===== src/pkg/eicfg_pkg.sv =====
// package for the external interrupt pin configuration block
package eicfg_pkg;
    localparam int unsigned ADDR_W = 12;
    localparam int unsigned DATA_W = 16;
    localparam logic [11:0] CFG_LO_OFFS = 12'ha20;
    localparam logic [11:0] CFG_HI_OFFS = 12'ha24;
    localparam logic [11:0] CLR_OFFS = 12'ha30;
    localparam logic [15:0] CFG_LO_RST = 16'h0000;
    localparam logic [15:0] CFG_HI_RST = 16'h0000;
    localparam logic [15:0] CLR_RST = 16'hc000;
    // field positions inside a configuration register
    localparam int unsigned SRC0_EN_BIT = 3;
    localparam int unsigned SRC0_MODE_LSB = 0;
    localparam int unsigned SRC1_EN_BIT = 7;
    localparam int unsigned SRC1_MODE_LSB = 4;
    localparam int unsigned MODE_W = 3;
    localparam int unsigned NSRC = 2;

    typedef enum logic [2:0] {
        EICFG_RISE = 3'h0,
        EICFG_FALL = 3'h1,
        EICFG_BOTH = 3'h2,
        EICFG_HIGH = 3'h3,
        EICFG_LOW = 3'h4,
        EICFG_FALL_A = 3'h5,
        EICFG_BOTH_A = 3'h6,
        EICFG_HIGH_A = 3'h7
    } eicfg_mode_e;

    typedef struct packed {
        logic [ADDR_W-1:0] addr;
        logic [DATA_W-1:0] wdata;
        logic wr;
        logic rd;
    } eicfg_bus_s;

    typedef struct packed {
        logic [DATA_W-1:0] cfg_lo;
        logic [DATA_W-1:0] cfg_hi;
        logic [DATA_W-1:0] clr;
        logic [NSRC-1:0] sync1;
        logic [NSRC-1:0] sync2;
        logic [NSRC-1:0] prev;
        logic [NSRC-1:0] irq;
        logic [NSRC-1:0] wake;
        logic [DATA_W-1:0] rdata;
    } eicfg_state_s;
endpackage


===== src/rtl/eicfg_top.sv =====
// external interrupt source 0/1 configuration, sensing and wake requests
// Overview of operation
// - bit 7 enables source 1; one enables, resets to zero
// - enabled source 1 lets an event on pin 1 wake from hibernate
// - bits 6:4 pick source 1 sense: rise, fall, both, high, low
// - codes 101, 110, 111 alias falling, either edge and high level
// - bit 3 enables source 0; one enables, resets to zero
// - enabled source 0 lets an event on pin 0 wake from hibernate
// - bits 2:0 pick source 0 sense with the same code mapping
// - second configuration register at 0xa24, resets to zero
// - first configuration register at 0xa20, resets to zero
// - clear register at 0xa30, resets to 0xc000
`timescale 1ns/10ps
module eicfg_top (
    input wire logic clock_i,
    input wire logic nrst_i,
    input wire logic [11:0] addr_i,
    input wire logic [15:0] wdata_i,
    input wire logic wr_i,
    input wire logic rd_i,
    input wire logic input_pin_0_i,
    input wire logic input_pin_1_i,
    input wire logic hibernate_i,
    output logic [15:0] rdata_o,
    output logic [1:0] irq_o,
    output logic [1:0] wake_o
);
    eicfg_pkg::eicfg_bus_s bus;
    eicfg_pkg::eicfg_state_s st_reg;
    eicfg_pkg::eicfg_state_s st_next;
    logic [1:0] pins;
    logic [1:0] en;
    logic [1:0] hit;
    logic [2:0] mode0;
    logic [2:0] mode1;

    assign bus = '{addr: addr_i, wdata: wdata_i, wr: wr_i, rd: rd_i};
    assign pins = {input_pin_1_i, input_pin_0_i};

    assign en[1] = st_reg.cfg_lo[eicfg_pkg::SRC1_EN_BIT];
    assign en[0] = st_reg.cfg_lo[eicfg_pkg::SRC0_EN_BIT];
    assign mode1 = st_reg.cfg_lo[eicfg_pkg::SRC1_MODE_LSB +: eicfg_pkg::MODE_W];
    assign mode0 = st_reg.cfg_lo[eicfg_pkg::SRC0_MODE_LSB +: eicfg_pkg::MODE_W];

    function automatic logic sense(input logic [2:0] m, input logic cur, input logic old);
        // aliased codes decode like their base codes
        case (eicfg_pkg::eicfg_mode_e'(m))
            eicfg_pkg::EICFG_RISE: sense = cur & ~old;
            eicfg_pkg::EICFG_FALL, eicfg_pkg::EICFG_FALL_A: sense = ~cur & old;
            eicfg_pkg::EICFG_BOTH, eicfg_pkg::EICFG_BOTH_A: sense = cur ^ old;
            eicfg_pkg::EICFG_HIGH, eicfg_pkg::EICFG_HIGH_A: sense = cur;
            eicfg_pkg::EICFG_LOW: sense = ~cur;
            default: sense = 1'b0;
        endcase
    endfunction

    genvar g;
    generate
        for (g = 0; g < 2; g++) begin : g_src
            assign hit[g] = sense((g == 0) ? mode0 : mode1, st_reg.sync2[g], st_reg.prev[g]);
        end
    endgenerate

    always_comb begin
        st_next = st_reg;
        st_next.sync1 = pins;
        st_next.sync2 = st_reg.sync1;
        st_next.prev = st_reg.sync2;
        st_next.irq = hit & en;
        // wake only in hibernate with source enabled
        st_next.wake = hit & en & {2{hibernate_i}};
        if (bus.wr) begin
            case (bus.addr)
                eicfg_pkg::CFG_LO_OFFS: st_next.cfg_lo = bus.wdata;
                eicfg_pkg::CFG_HI_OFFS: st_next.cfg_hi = bus.wdata;
                eicfg_pkg::CLR_OFFS: st_next.clr = bus.wdata;
                default: st_next.cfg_lo = st_reg.cfg_lo;
            endcase
        end
        st_next.rdata = '0;
        if (bus.rd) begin
            case (bus.addr)
                eicfg_pkg::CFG_LO_OFFS: st_next.rdata = st_reg.cfg_lo;
                eicfg_pkg::CFG_HI_OFFS: st_next.rdata = st_reg.cfg_hi;
                eicfg_pkg::CLR_OFFS: st_next.rdata = st_reg.clr;
                default: st_next.rdata = '0;
            endcase
        end
    end

    always_ff @(posedge clock_i) begin
        if (!nrst_i) begin
            st_reg <= '{cfg_lo: eicfg_pkg::CFG_LO_RST, cfg_hi: eicfg_pkg::CFG_HI_RST,
                        clr: eicfg_pkg::CLR_RST, default: '0};
        end else begin
            st_reg <= st_next;
        end
    end

    assign rdata_o = st_reg.rdata;
    assign irq_o = st_reg.irq;
    assign wake_o = st_reg.wake;

    // short names for the sensed pin history, so the checks below stay readable
    logic [1:0] cur;
    logic [1:0] old;
    assign cur = st_reg.sync2;
    assign old = st_reg.prev;
endmodule


===== config.mk =====
export PLATFORM = sky130hd
export DESIGN_NAME = eicfg_top
export DESIGN_NICKNAME = d
export VERILOG_FILES = /design/src/pkg/eicfg_pkg.sv /design/src/rtl/eicfg_top.sv
export SDC_FILE = /design/constraint.sdc
export NUM_CORES = 1
export LEC_CHECK = 0
export ABC_AREA = 1
export BUFFER_PORTS_ARGS = -buffer_cell sky130_fd_sc_hd__buf_4
export CORE_MARGIN = 2
export CORE_UTILIZATION = 38
export CTS_BUF_LIST = sky130_fd_sc_hd__clkbuf_2 sky130_fd_sc_hd__clkbuf_4 sky130_fd_sc_hd__clkbuf_8
export DETAILED_ROUTE_END_ITERATION = 10
export MAX_ROUTING_LAYER = met4
export PLACE_DENSITY_LB_ADDON = 0.05
export RECOVER_POWER = 100
export SETUP_SLACK_MARGIN = 0.2
export SLEW_MARGIN = 10
export SYNTH_ARGS = -nofsm -noshare
export SYNTH_HDL_FRONTEND = slang
export SYNTH_SLANG_ARGS = --single-unit

===== constraint.sdc =====
create_clock -name clock_i -period 1.15 [get_ports clock_i]
set_input_delay 0.1725 -clock clock_i [delete_from_list [all_inputs] [get_ports clock_i]]
set_output_delay 0.1725 -clock clock_i [all_outputs]
set_load 0.05 [all_outputs]

# Word level (Yosys, flattened, before mapping)
# Index checks and enable logic that the tools add are counted.
[word_totals] out_inout_bits=20 wordCells=53 inputBits=35 latch_bits=0 n_memories=0 mem_bits_rw=0 rom_bits=0 reg_bits=74
[op_classes] order_cmp=0 eq_ne=17 add_sub_neg=0 n_bitwise=12 n_mux=3 shifts=0 div=0 n_mul=0 n_reduce_logical=12
[op_table] operator="$pmux W16 S3" count=1
[op_table] operator="$eq A12 B12 Y1 const B" count=3
[op_table] operator="$eq A3 B3 Y1 const B" count=8
[op_table] operator="$eq A3 B2 Y1 const B" count=4
[op_table] operator="$reduce_or A2 Y1" count=6
[op_table] operator="$pmux W1 S5" count=2
[op_table] operator="$reduce_and A2 Y1" count=4
[op_table] operator="$eq A3 B1 Y1 const B" count=2
[op_table] operator="$logic_not A3 Y1" count=2
[op_table] operator="$and A1 B1 Y1" count=4
[op_table] operator="$and A2 B2 Y2" count=2
[op_table] operator="$not A1 Y1" count=4
[op_table] operator="$xor A1 B1 Y1" count=2

# Longest topological paths before layout
# Gate-level depths: netlist of the first run.
[logic_depth] depth_word=5 depth_mapped=9 depth_no_buf=8

# Least setup slack after synthesis of the first run
# No wires, ideal clock.
[synth_path] path_kind="register to register" startpoint="register st_reg, in the netlist mode1[0]" endpoint="register st_reg, in the netlist wake_o[1]" t_required_ns=1.028 t_arrival_ns=1.085 path_stages_with_launch=7 path_slack_ns=-0.058 period_less_slack_ns=1.208 setup_ns=0.122 path_buffers=0 path_cell_list="dfxtp_1 inv_1 ha_1 nor2_1 nand2_1 o211ai_1 nor3_1"
[synth_via] elab_chain_len=5 word_cells_on_any_way=14 cone_classes="eq/ne (7); mux (1); bitwise (2); reduce/logical (4)"
[synth_lines] item="start: declaration" line_no="eicfg_top.sv:29" rtl="eicfg_pkg::eicfg_state_s st_reg;"
[synth_lines] item="start signal: assignment" line_no="eicfg_top.sv:93" rtl="st_reg <= '{cfg_lo: eicfg_pkg::CFG_LO_RST, cfg_hi: eicfg_pkg::CFG_HI_RST,"
[synth_lines] item="start signal: assignment" line_no="eicfg_top.sv:96" rtl="st_reg <= st_next;"
[synth_lines] item="$eq A3 B2 Y1 (tied with other cells)" line_no="eicfg_top.sv:47" rtl="case (eicfg_pkg::eicfg_mode_e'(m))"
[synth_lines] item="$reduce_or A2 Y1" line_no="eicfg_top.sv:47"
[synth_lines] item="$pmux W1 S5 (*)" line_no="eicfg_top.sv:47"
[synth_lines] item="$and A2 B2 Y2 (*) (2 in series)" line_no="eicfg_top.sv:71" rtl="st_next.wake = hit & en & {2{hibernate_i}};"
# Mark *: on every way between the ends. The rest lies on a longest branch, timed or not.
# A chain may end at the register's enable or synchronous reset.

# Worst setup path after layout of the first run
# Ends and elaborated chain as after synthesis.

==> flow_metrics.tcl, run 1 <==
set metrics [dict create \
    outcome "complete, but fails checks" \
    failed_checks "setup timing" \
    chipHeight_um 100.6 \
    slowest_delay_ns 0.34 \
    fin_ws_ns -0.05923 \
    peakVddDrop_v 0.0006102 \
    max_ffs_per_register 40 \
    layout.cells.non_filler 737 \
    timing_hold_violations_final 0 \
    synthesis.instances 534 \
    finalCriticalPeriod_ns 1.209 \
    fillerInstances 778 \
    routabilityCongestion 0.8176 \
    grt_setup_unrepaired "true" \
    clk_transition_reported_paths_ns 0.08 \
    drt_drc_violations_left 0 \
    yosysTopAreaCell "sky130_fd_sc_hd__dfxtp_1" \
    p_sw_frac 0.2153 \
    number_of_enable_type_register_cells_in_the_synthesized_netlist 0 \
    netlist-cell-type-count 23 \
    crit_type "reg2reg" \
    synth_top_cells_by_area "sky130_fd_sc_hd__dfxtp_1 (42%), sky130_fd_sc_hd__nand2_1 (14%), sky130_fd_sc_hd__nor2_1 (11%)" \
    path_max_fanout 3 \
    finalClockSkew_ns 0.009645 \
    worst-endpoint-arrival_ns 1.45 \
    initial_utilization 0.3874 \
    setup_violators_final 9 \
    dr_total_vias 3481 \
    postSynthNetCount 577 \
    worst-endpoint-required_ns 1.39 \
    detailedPlacementHpwl_um 5698 \
    grt_pass1_vias 3321 \
    clockRootBuffer "sky130_fd_sc_hd__clkbuf_8" \
    grt.overflow.total 0 \
    clock_tree.buffer_depth 2 \
    primary_ff_master_synth "sky130_fd_sc_hd__dfxtp_1" \
    power.density_cell_area_nw_per_um2 923.3 \
    worst_skew_pair.late_latency_ns 0.35 \
    design.portCount 55 \
    drv_slew 0 \
    post-synth-top-count-cell "sky130_fd_sc_hd__nand2_1" \
    tightest_slew_ns 0.2959 \
    slowest_cell_on_the_critical_path "sky130_fd_sc_hd__dfxtp_2" \
    power_frac_comb 0.064 \
    slew_headroom 0.8027 \
    insertedDiodeCount 0 \
    detail_route.first_pass.iterations 4 \
    grt_pass1_wl_um 16100 \
    nNetsFinal 665 \
    synth-async-reset-ratio 0 \
    power.sequential.fraction 0.470 \
    power_frac_clock 0.465 \
    wl_per_cell_um 14.93 \
    grt_antenna_before_repair 0 \
    placed_cells_incl_taps 680 \
    routed_via_density 4.723 \
    synthesis.yosys.warnings 0 \
    drive_above_1_share 0.5304 \
    synth_top_area_frac 0.4178 \
    critPathTopFamily "flip-flops" \
    startpoint_type "flip-flop" \
    leakagePower_uw 0.002941 \
    critPathBufInv 1 \
    drtIter0Drc 120 \
    kind_of_end_point_of_the_critical_path "flip-flop" \
    drv.max_cap_violation_count 0 \
    detailedPlace.worstSlack_ns -0.2421 \
    drt.antenna.violating_nets 0 \
    post_synth_instance_area_sq_um 3546 \
    min_path_type "in2reg" \
    placementRows 35 \
    crit_chain "buf_4, ha_4, nor2_1, nand2_1, o211ai_1, nor3_1" \
    power.total_uw 5463 \
    finalWirelength_um 11000 \
    setup_total_negative_slack_ns -0.2023 \
    count_of_input_and_output_buffers 54 \
    flip_flop_and_latch_count_after_synthesis 74 \
    power_report.internal_total_uw 4286 \
    achievable-frequency_mhz 827.0 \
    cts_inserted_buffers 9 \
    ys_seq_area_frac 0.4178 \
    total_switching_power_uw 1176 \
    clock_sink_count 74 \
    post_synth_most_frequent_cells "sky130_fd_sc_hd__nand2_1 (135), sky130_fd_sc_hd__nor2_1 (104), sky130_fd_sc_hd__inv_1 (82)" \
    area_growth_syn_to_layout_pct 66.87 \
    grt_start_max_net_pins 25 \
    post-route-period-util 1.052 \
    tritoncts "yes" \
    synthesis.area_per_instance_sq_um 6.640 \
    grt.total_usage 0.2136 \
    die_x_um 100.6 \
    floorplan.core_area_sq_um 9153 \
    die_area_sq_um 10120 \
    cts_htree_levels 3 \
]
timing repair:
| item | CTS | global route |
|---|---|---|
| setup buffers | 21 | 3 |
| cloned | 10 | 6 |
| hold endpoints to repair | 2 | 0 |
| resized for setup | 210 | 114 |
| pin swaps | 70 | 66 |
| hold buffers | 2 | 0 |
| setup endpoints to repair | 73 | 88 |
metal layers:
metal | vias to the layer above | part of all wire | GRT usage
li1 | 1765 | - | -
met1 | 1632 | 0.43 | 0.2554
met2 | 67 | 0.50 | 0.3621
met3 | 17 | 0.047 | 0.03190
met4 | 0 | 0.021 | 0.08219
met5 | - | 0 | -
final timing paths:
| check | start | endpoint | slack [ns] | cells past startpoint |
|---|---|---|---|---|
| worst max-delay path | mode1[0] | wake_o[1] | -0.06 | 6 |
| worst min-delay path | hibernate_i | wake_o[0] | 0.05 | 3 |
| worst max register to register | mode1[0] | wake_o[1] | -0.06 | 6 |
| worst min register to register | st_next[23] | cur[1] | 0.41 | 2 |
metrics by stage:
stage	util	hold slack [ns]	instance area, sq um
after floorplan	-	0.2701	3677
after global placement	0.4521	0.3529	4138
after detailed placement	0.4521	0.3580	4138
after CTS	0.6036	0.04708	5524
after global routing	0.6465	0.05187	5917
final	0.6465	0.04780	5917
power by group through the flow:
stage	clock, uW	combinational, uW	sequential (uW)
after floorplan	0	92.2	2630
after global placement	0	244	2630
after detailed placement	0	247	2630
after CTS	2580	317	2570
after global routing	2700	378	2570
final	2540	351	2570
final cells by class:
class,instances,area [sq um],share of cell area
clock buffer,11,151.4,0.02559
clock inverter,4,98.84,0.01671
inverter,84,320.3,0.05413
multi-input combinational,332,2211,0.3737
sequential,74,1516,0.2563
tap,111,138.9,0.02347
timing repair buffer,121,1480,0.2502
cells by family after synthesis:
kind of cell             after synthesis  share of synthesized area
AND/OR/NAND/NOR                      316                     0.3740
buffers and inverters                128                     0.1641
flip-flops                            74                     0.4178
AO/OA/AOI/OAI                          8                    0.01588
adder cells (fa/ha/maj)                8                    0.02823
worst reg2reg max path, stage by stage (launching register included):
cell,delay [ns]
sky130_fd_sc_hd__dfxtp_2,0.34
sky130_fd_sc_hd__buf_4,0.15
sky130_fd_sc_hd__ha_4,0.16
sky130_fd_sc_hd__nor2_1,0.09
sky130_fd_sc_hd__nand2_1,0.07
sky130_fd_sc_hd__o211ai_1,0.21
sky130_fd_sc_hd__nor3_1,0.07
placed cells by master (no fill, tap or decap), types with 21 or more instances in the layout:
| cell | count |
|---|---|
| sky130_fd_sc_hd__nand3_1 | 41 |
| sky130_fd_sc_hd__nor2_1 | 64 |
| sky130_fd_sc_hd__buf_6 | 22 |
| sky130_fd_sc_hd__dfxtp_2 | 22 |
| sky130_fd_sc_hd__clkbuf_4 | 21 |
| sky130_fd_sc_hd__nor2_2 | 29 |
| sky130_fd_sc_hd__inv_1 | 73 |
| sky130_fd_sc_hd__nand3_2 | 25 |
| sky130_fd_sc_hd__nand2_1 | 53 |
| sky130_fd_sc_hd__nand2_2 | 57 |
| sky130_fd_sc_hd__dfxtp_1 | 50 |
| sky130_fd_sc_hd__nand2_4 | 26 |
| sky130_fd_sc_hd__buf_4 | 40 |
Power figures use the tool's default switching activity.
==> run 2, diff against run 1 <==
--- a/config.mk
+++ b/config.mk
@@ -7,6 +7,7 @@
 export LEC_CHECK = 0
 export ABC_AREA = 1
 export BUFFER_PORTS_ARGS = -buffer_cell sky130_fd_sc_hd__buf_4
+export CORE_ASPECT_RATIO = 0.75
 export CORE_MARGIN = 2
 export CORE_UTILIZATION = 38
 export CTS_BUF_LIST = sky130_fd_sc_hd__clkbuf_2 sky130_fd_sc_hd__clkbuf_4 sky130_fd_sc_hd__clkbuf_8
==> run 2 against run 1 <==
Compared with the run above: the flow still finishes with violations (setup timing); critical path depth increased by 4; clock power is 23% lower; non-clock buffer count is 12 lower; hold slack improved by 0.0025 ns; maximum frequency decreased by 1.3%; core utilization shrank 2.6 points; total power decreased by 11%; critical path type is now in2reg; cell area decreased by 5.2%.
==> flow_metrics.tcl, run 2 (same netlist as run 1, synthesis figures left out) <==
set metrics [dict create \
    max_ffs_per_register 40 \
    cts_htree_levels 3 \
    grt_pass1_vias 3219 \
    startpoint_type "primary input" \
    die_area_sq_um 10130 \
    detailedPlacementHpwl_um 5435 \
    power.density_cell_area_nw_per_um2 863.3 \
    grt.overflow.total 0 \
    leakagePower_uw 0.002878 \
    clockRootBuffer "sky130_fd_sc_hd__clkbuf_8" \
    finalCriticalPeriod_ns 1.226 \
    peakVddDrop_v 0.0006165 \
    slew_headroom 0.5886 \
    grt_start_max_net_pins 33 \
    cts_inserted_buffers 9 \
    postLayoutCellArea_sq_um 5612 \
    worst_hold_margin_ns 0.05031 \
    place_area_sq_um 4167 \
    multi_input_comb_area_sq_um 2186 \
    timing_hold_violations_final 0 \
    post-route-period-util 1.066 \
    drv.max_cap_violation_count 0 \
    layout_common_cells "sky130_fd_sc_hd__inv_1 (67), sky130_fd_sc_hd__nor2_1 (62), sky130_fd_sc_hd__nand3_1 (52), sky130_fd_sc_hd__dfxtp_1 (51)" \
    drt_drc_violations_left 0 \
    tightest_slew_ns 0.6172 \
    detailedPlace.worstSlack_ns -0.2078 \
    initial_utilization 0.3920 \
    worst_skew_pair.late_latency_ns 0.35 \
    fillerInstances 815 \
    outcome "complete, but fails checks" \
    kind_of_end_point_of_the_critical_path "flip-flop" \
    routed_via_density 4.614 \
    worst-endpoint-required_ns 1.44 \
    placementRows 30 \
    clock_tree.buffer_depth 2 \
    nNetsFinal 653 \
    grt_antenna_before_repair 0 \
    drtIter0Drc 126 \
    finalWirelength_um 10250 \
    crit_type "in2reg" \
    final_util 0.6203 \
    die_x_um 115.5 \
    regToRegStartpoint "mode1[0]" \
    wl_per_cell_um 13.80 \
    worstRegToRegCells 6 \
    achievable-frequency_mhz 815.8 \
    grt_pass1_wl_um 15500 \
    clock_sink_count 74 \
    startpoint "addr_i[6]" \
    area_growth_syn_to_layout_pct 58.26 \
    clk_transition_reported_paths_ns 0.08 \
    count_of_input_and_output_buffers 54 \
    rr_endpoint "wake_o[1]" \
    worst_hold_path.num_cells 3 \
    hold_start "hibernate_i" \
    drive_above_1_share 0.5236 \
    dr_total_vias 3428 \
    finalClockSkew_ns 0.004822 \
    routabilityCongestion 0.7857 \
    register_to_register_setup_slack_ns -0.04 \
    grt_setup_unrepaired "true" \
    min_path_type "in2reg" \
    drv_slew 0 \
    min_to "wake_o[0]" \
    worst-endpoint-arrival_ns 1.51 \
    failed_checks "setup timing" \
    path_max_fanout 8 \
    detail_route.first_pass.iterations 4 \
    setup_violators_final 40 \
    drt.antenna.violating_nets 0 \
    most_common_library_cell_in_the_layout_ignoring_fill_and_taps "sky130_fd_sc_hd__inv_1" \
    final-seq-area_sq_um 1513 \
    fin_ws_ns -0.07575 \
    tritoncts "yes" \
    design.portCount 55 \
    insertedDiodeCount 0 \
    chipHeight_um 87.66 \
    grt.total_usage 0.2060 \
    floorplan.core_area_sq_um 9046 \
]
[run 2: what timing repair did]
item	in CTS	in global routing
gates resized for setup	168	127
pin swaps	62	78
hold buffers	2	0
setup buffers	15	6
gates cloned	7	4
setup endpoints to repair	58	88
hold endpoints to repair	2	0
[run 2: report_power, final]
part | total [uW] | internal [uW] | leakage [uW] | switching [uW]
Combinational | 325 | 151 | 0.00217 | 174
Clock | 1950 | 953 | 0.0000944 | 997
Sequential | 2570 | 2570 | 0.000609 | 4.60
[run 2: layout make-up]
cell class,count,share of cell area
sequential,74,0.2696
clock buffer,12,0.02943
timing repair buffer,109,0.2214
clock inverter,4,0.004459
tap,128,0.02854
inverter,84,0.05708
multi-input combinational,332,0.3895
[run 2: worst max-delay path by stage]
stage	depth (start not counted)	end
after global placement	8	rdata_o[3]
after CTS	6	wake_o[1]
after floorplan	6	wake_o[1]
after global routing	10	st_reg[38]
after detailed placement	9	mode0[0]
final	10	st_reg[38]
[run 2: through the flow]
step	power [uW]	instances	TNS, ns
after floorplan	2725	534	-0.1286
after global placement	2888	693	-9.805
after detailed placement	2892	693	-11.01
final	4845	743	-1.174
after CTS	4883	733	-0.1747
after global routing	5039	743	-3.565
[run 2: layer usage]
| layer | track usage | part of all wire | vias to the layer above |
|---|---|---|---|
| li1 | - | - | 1729 |
| met1 | 0.2528 | 0.45 | 1631 |
| met2 | 0.3381 | 0.50 | 59 |
| met3 | 0.05121 | 0.037 | 9 |
| met4 | 0.05805 | 0.011 | 0 |
| met5 | - | 0 | - |
[run 2: worst max-delay path, stage by stage]
cell and delay [ns]:
sky130_fd_sc_hd__buf_6 0.09, sky130_fd_sc_hd__or2_1 0.28, sky130_fd_sc_hd__buf_6 0.14, sky130_fd_sc_hd__nor2_4 0.18
sky130_fd_sc_hd__nand3_4 0.13, sky130_fd_sc_hd__buf_12 0.15, sky130_fd_sc_hd__buf_16 0.14, sky130_fd_sc_hd__nand2_2 0.05
sky130_fd_sc_hd__nand2_1 0.04, sky130_fd_sc_hd__nor2_1 0.13
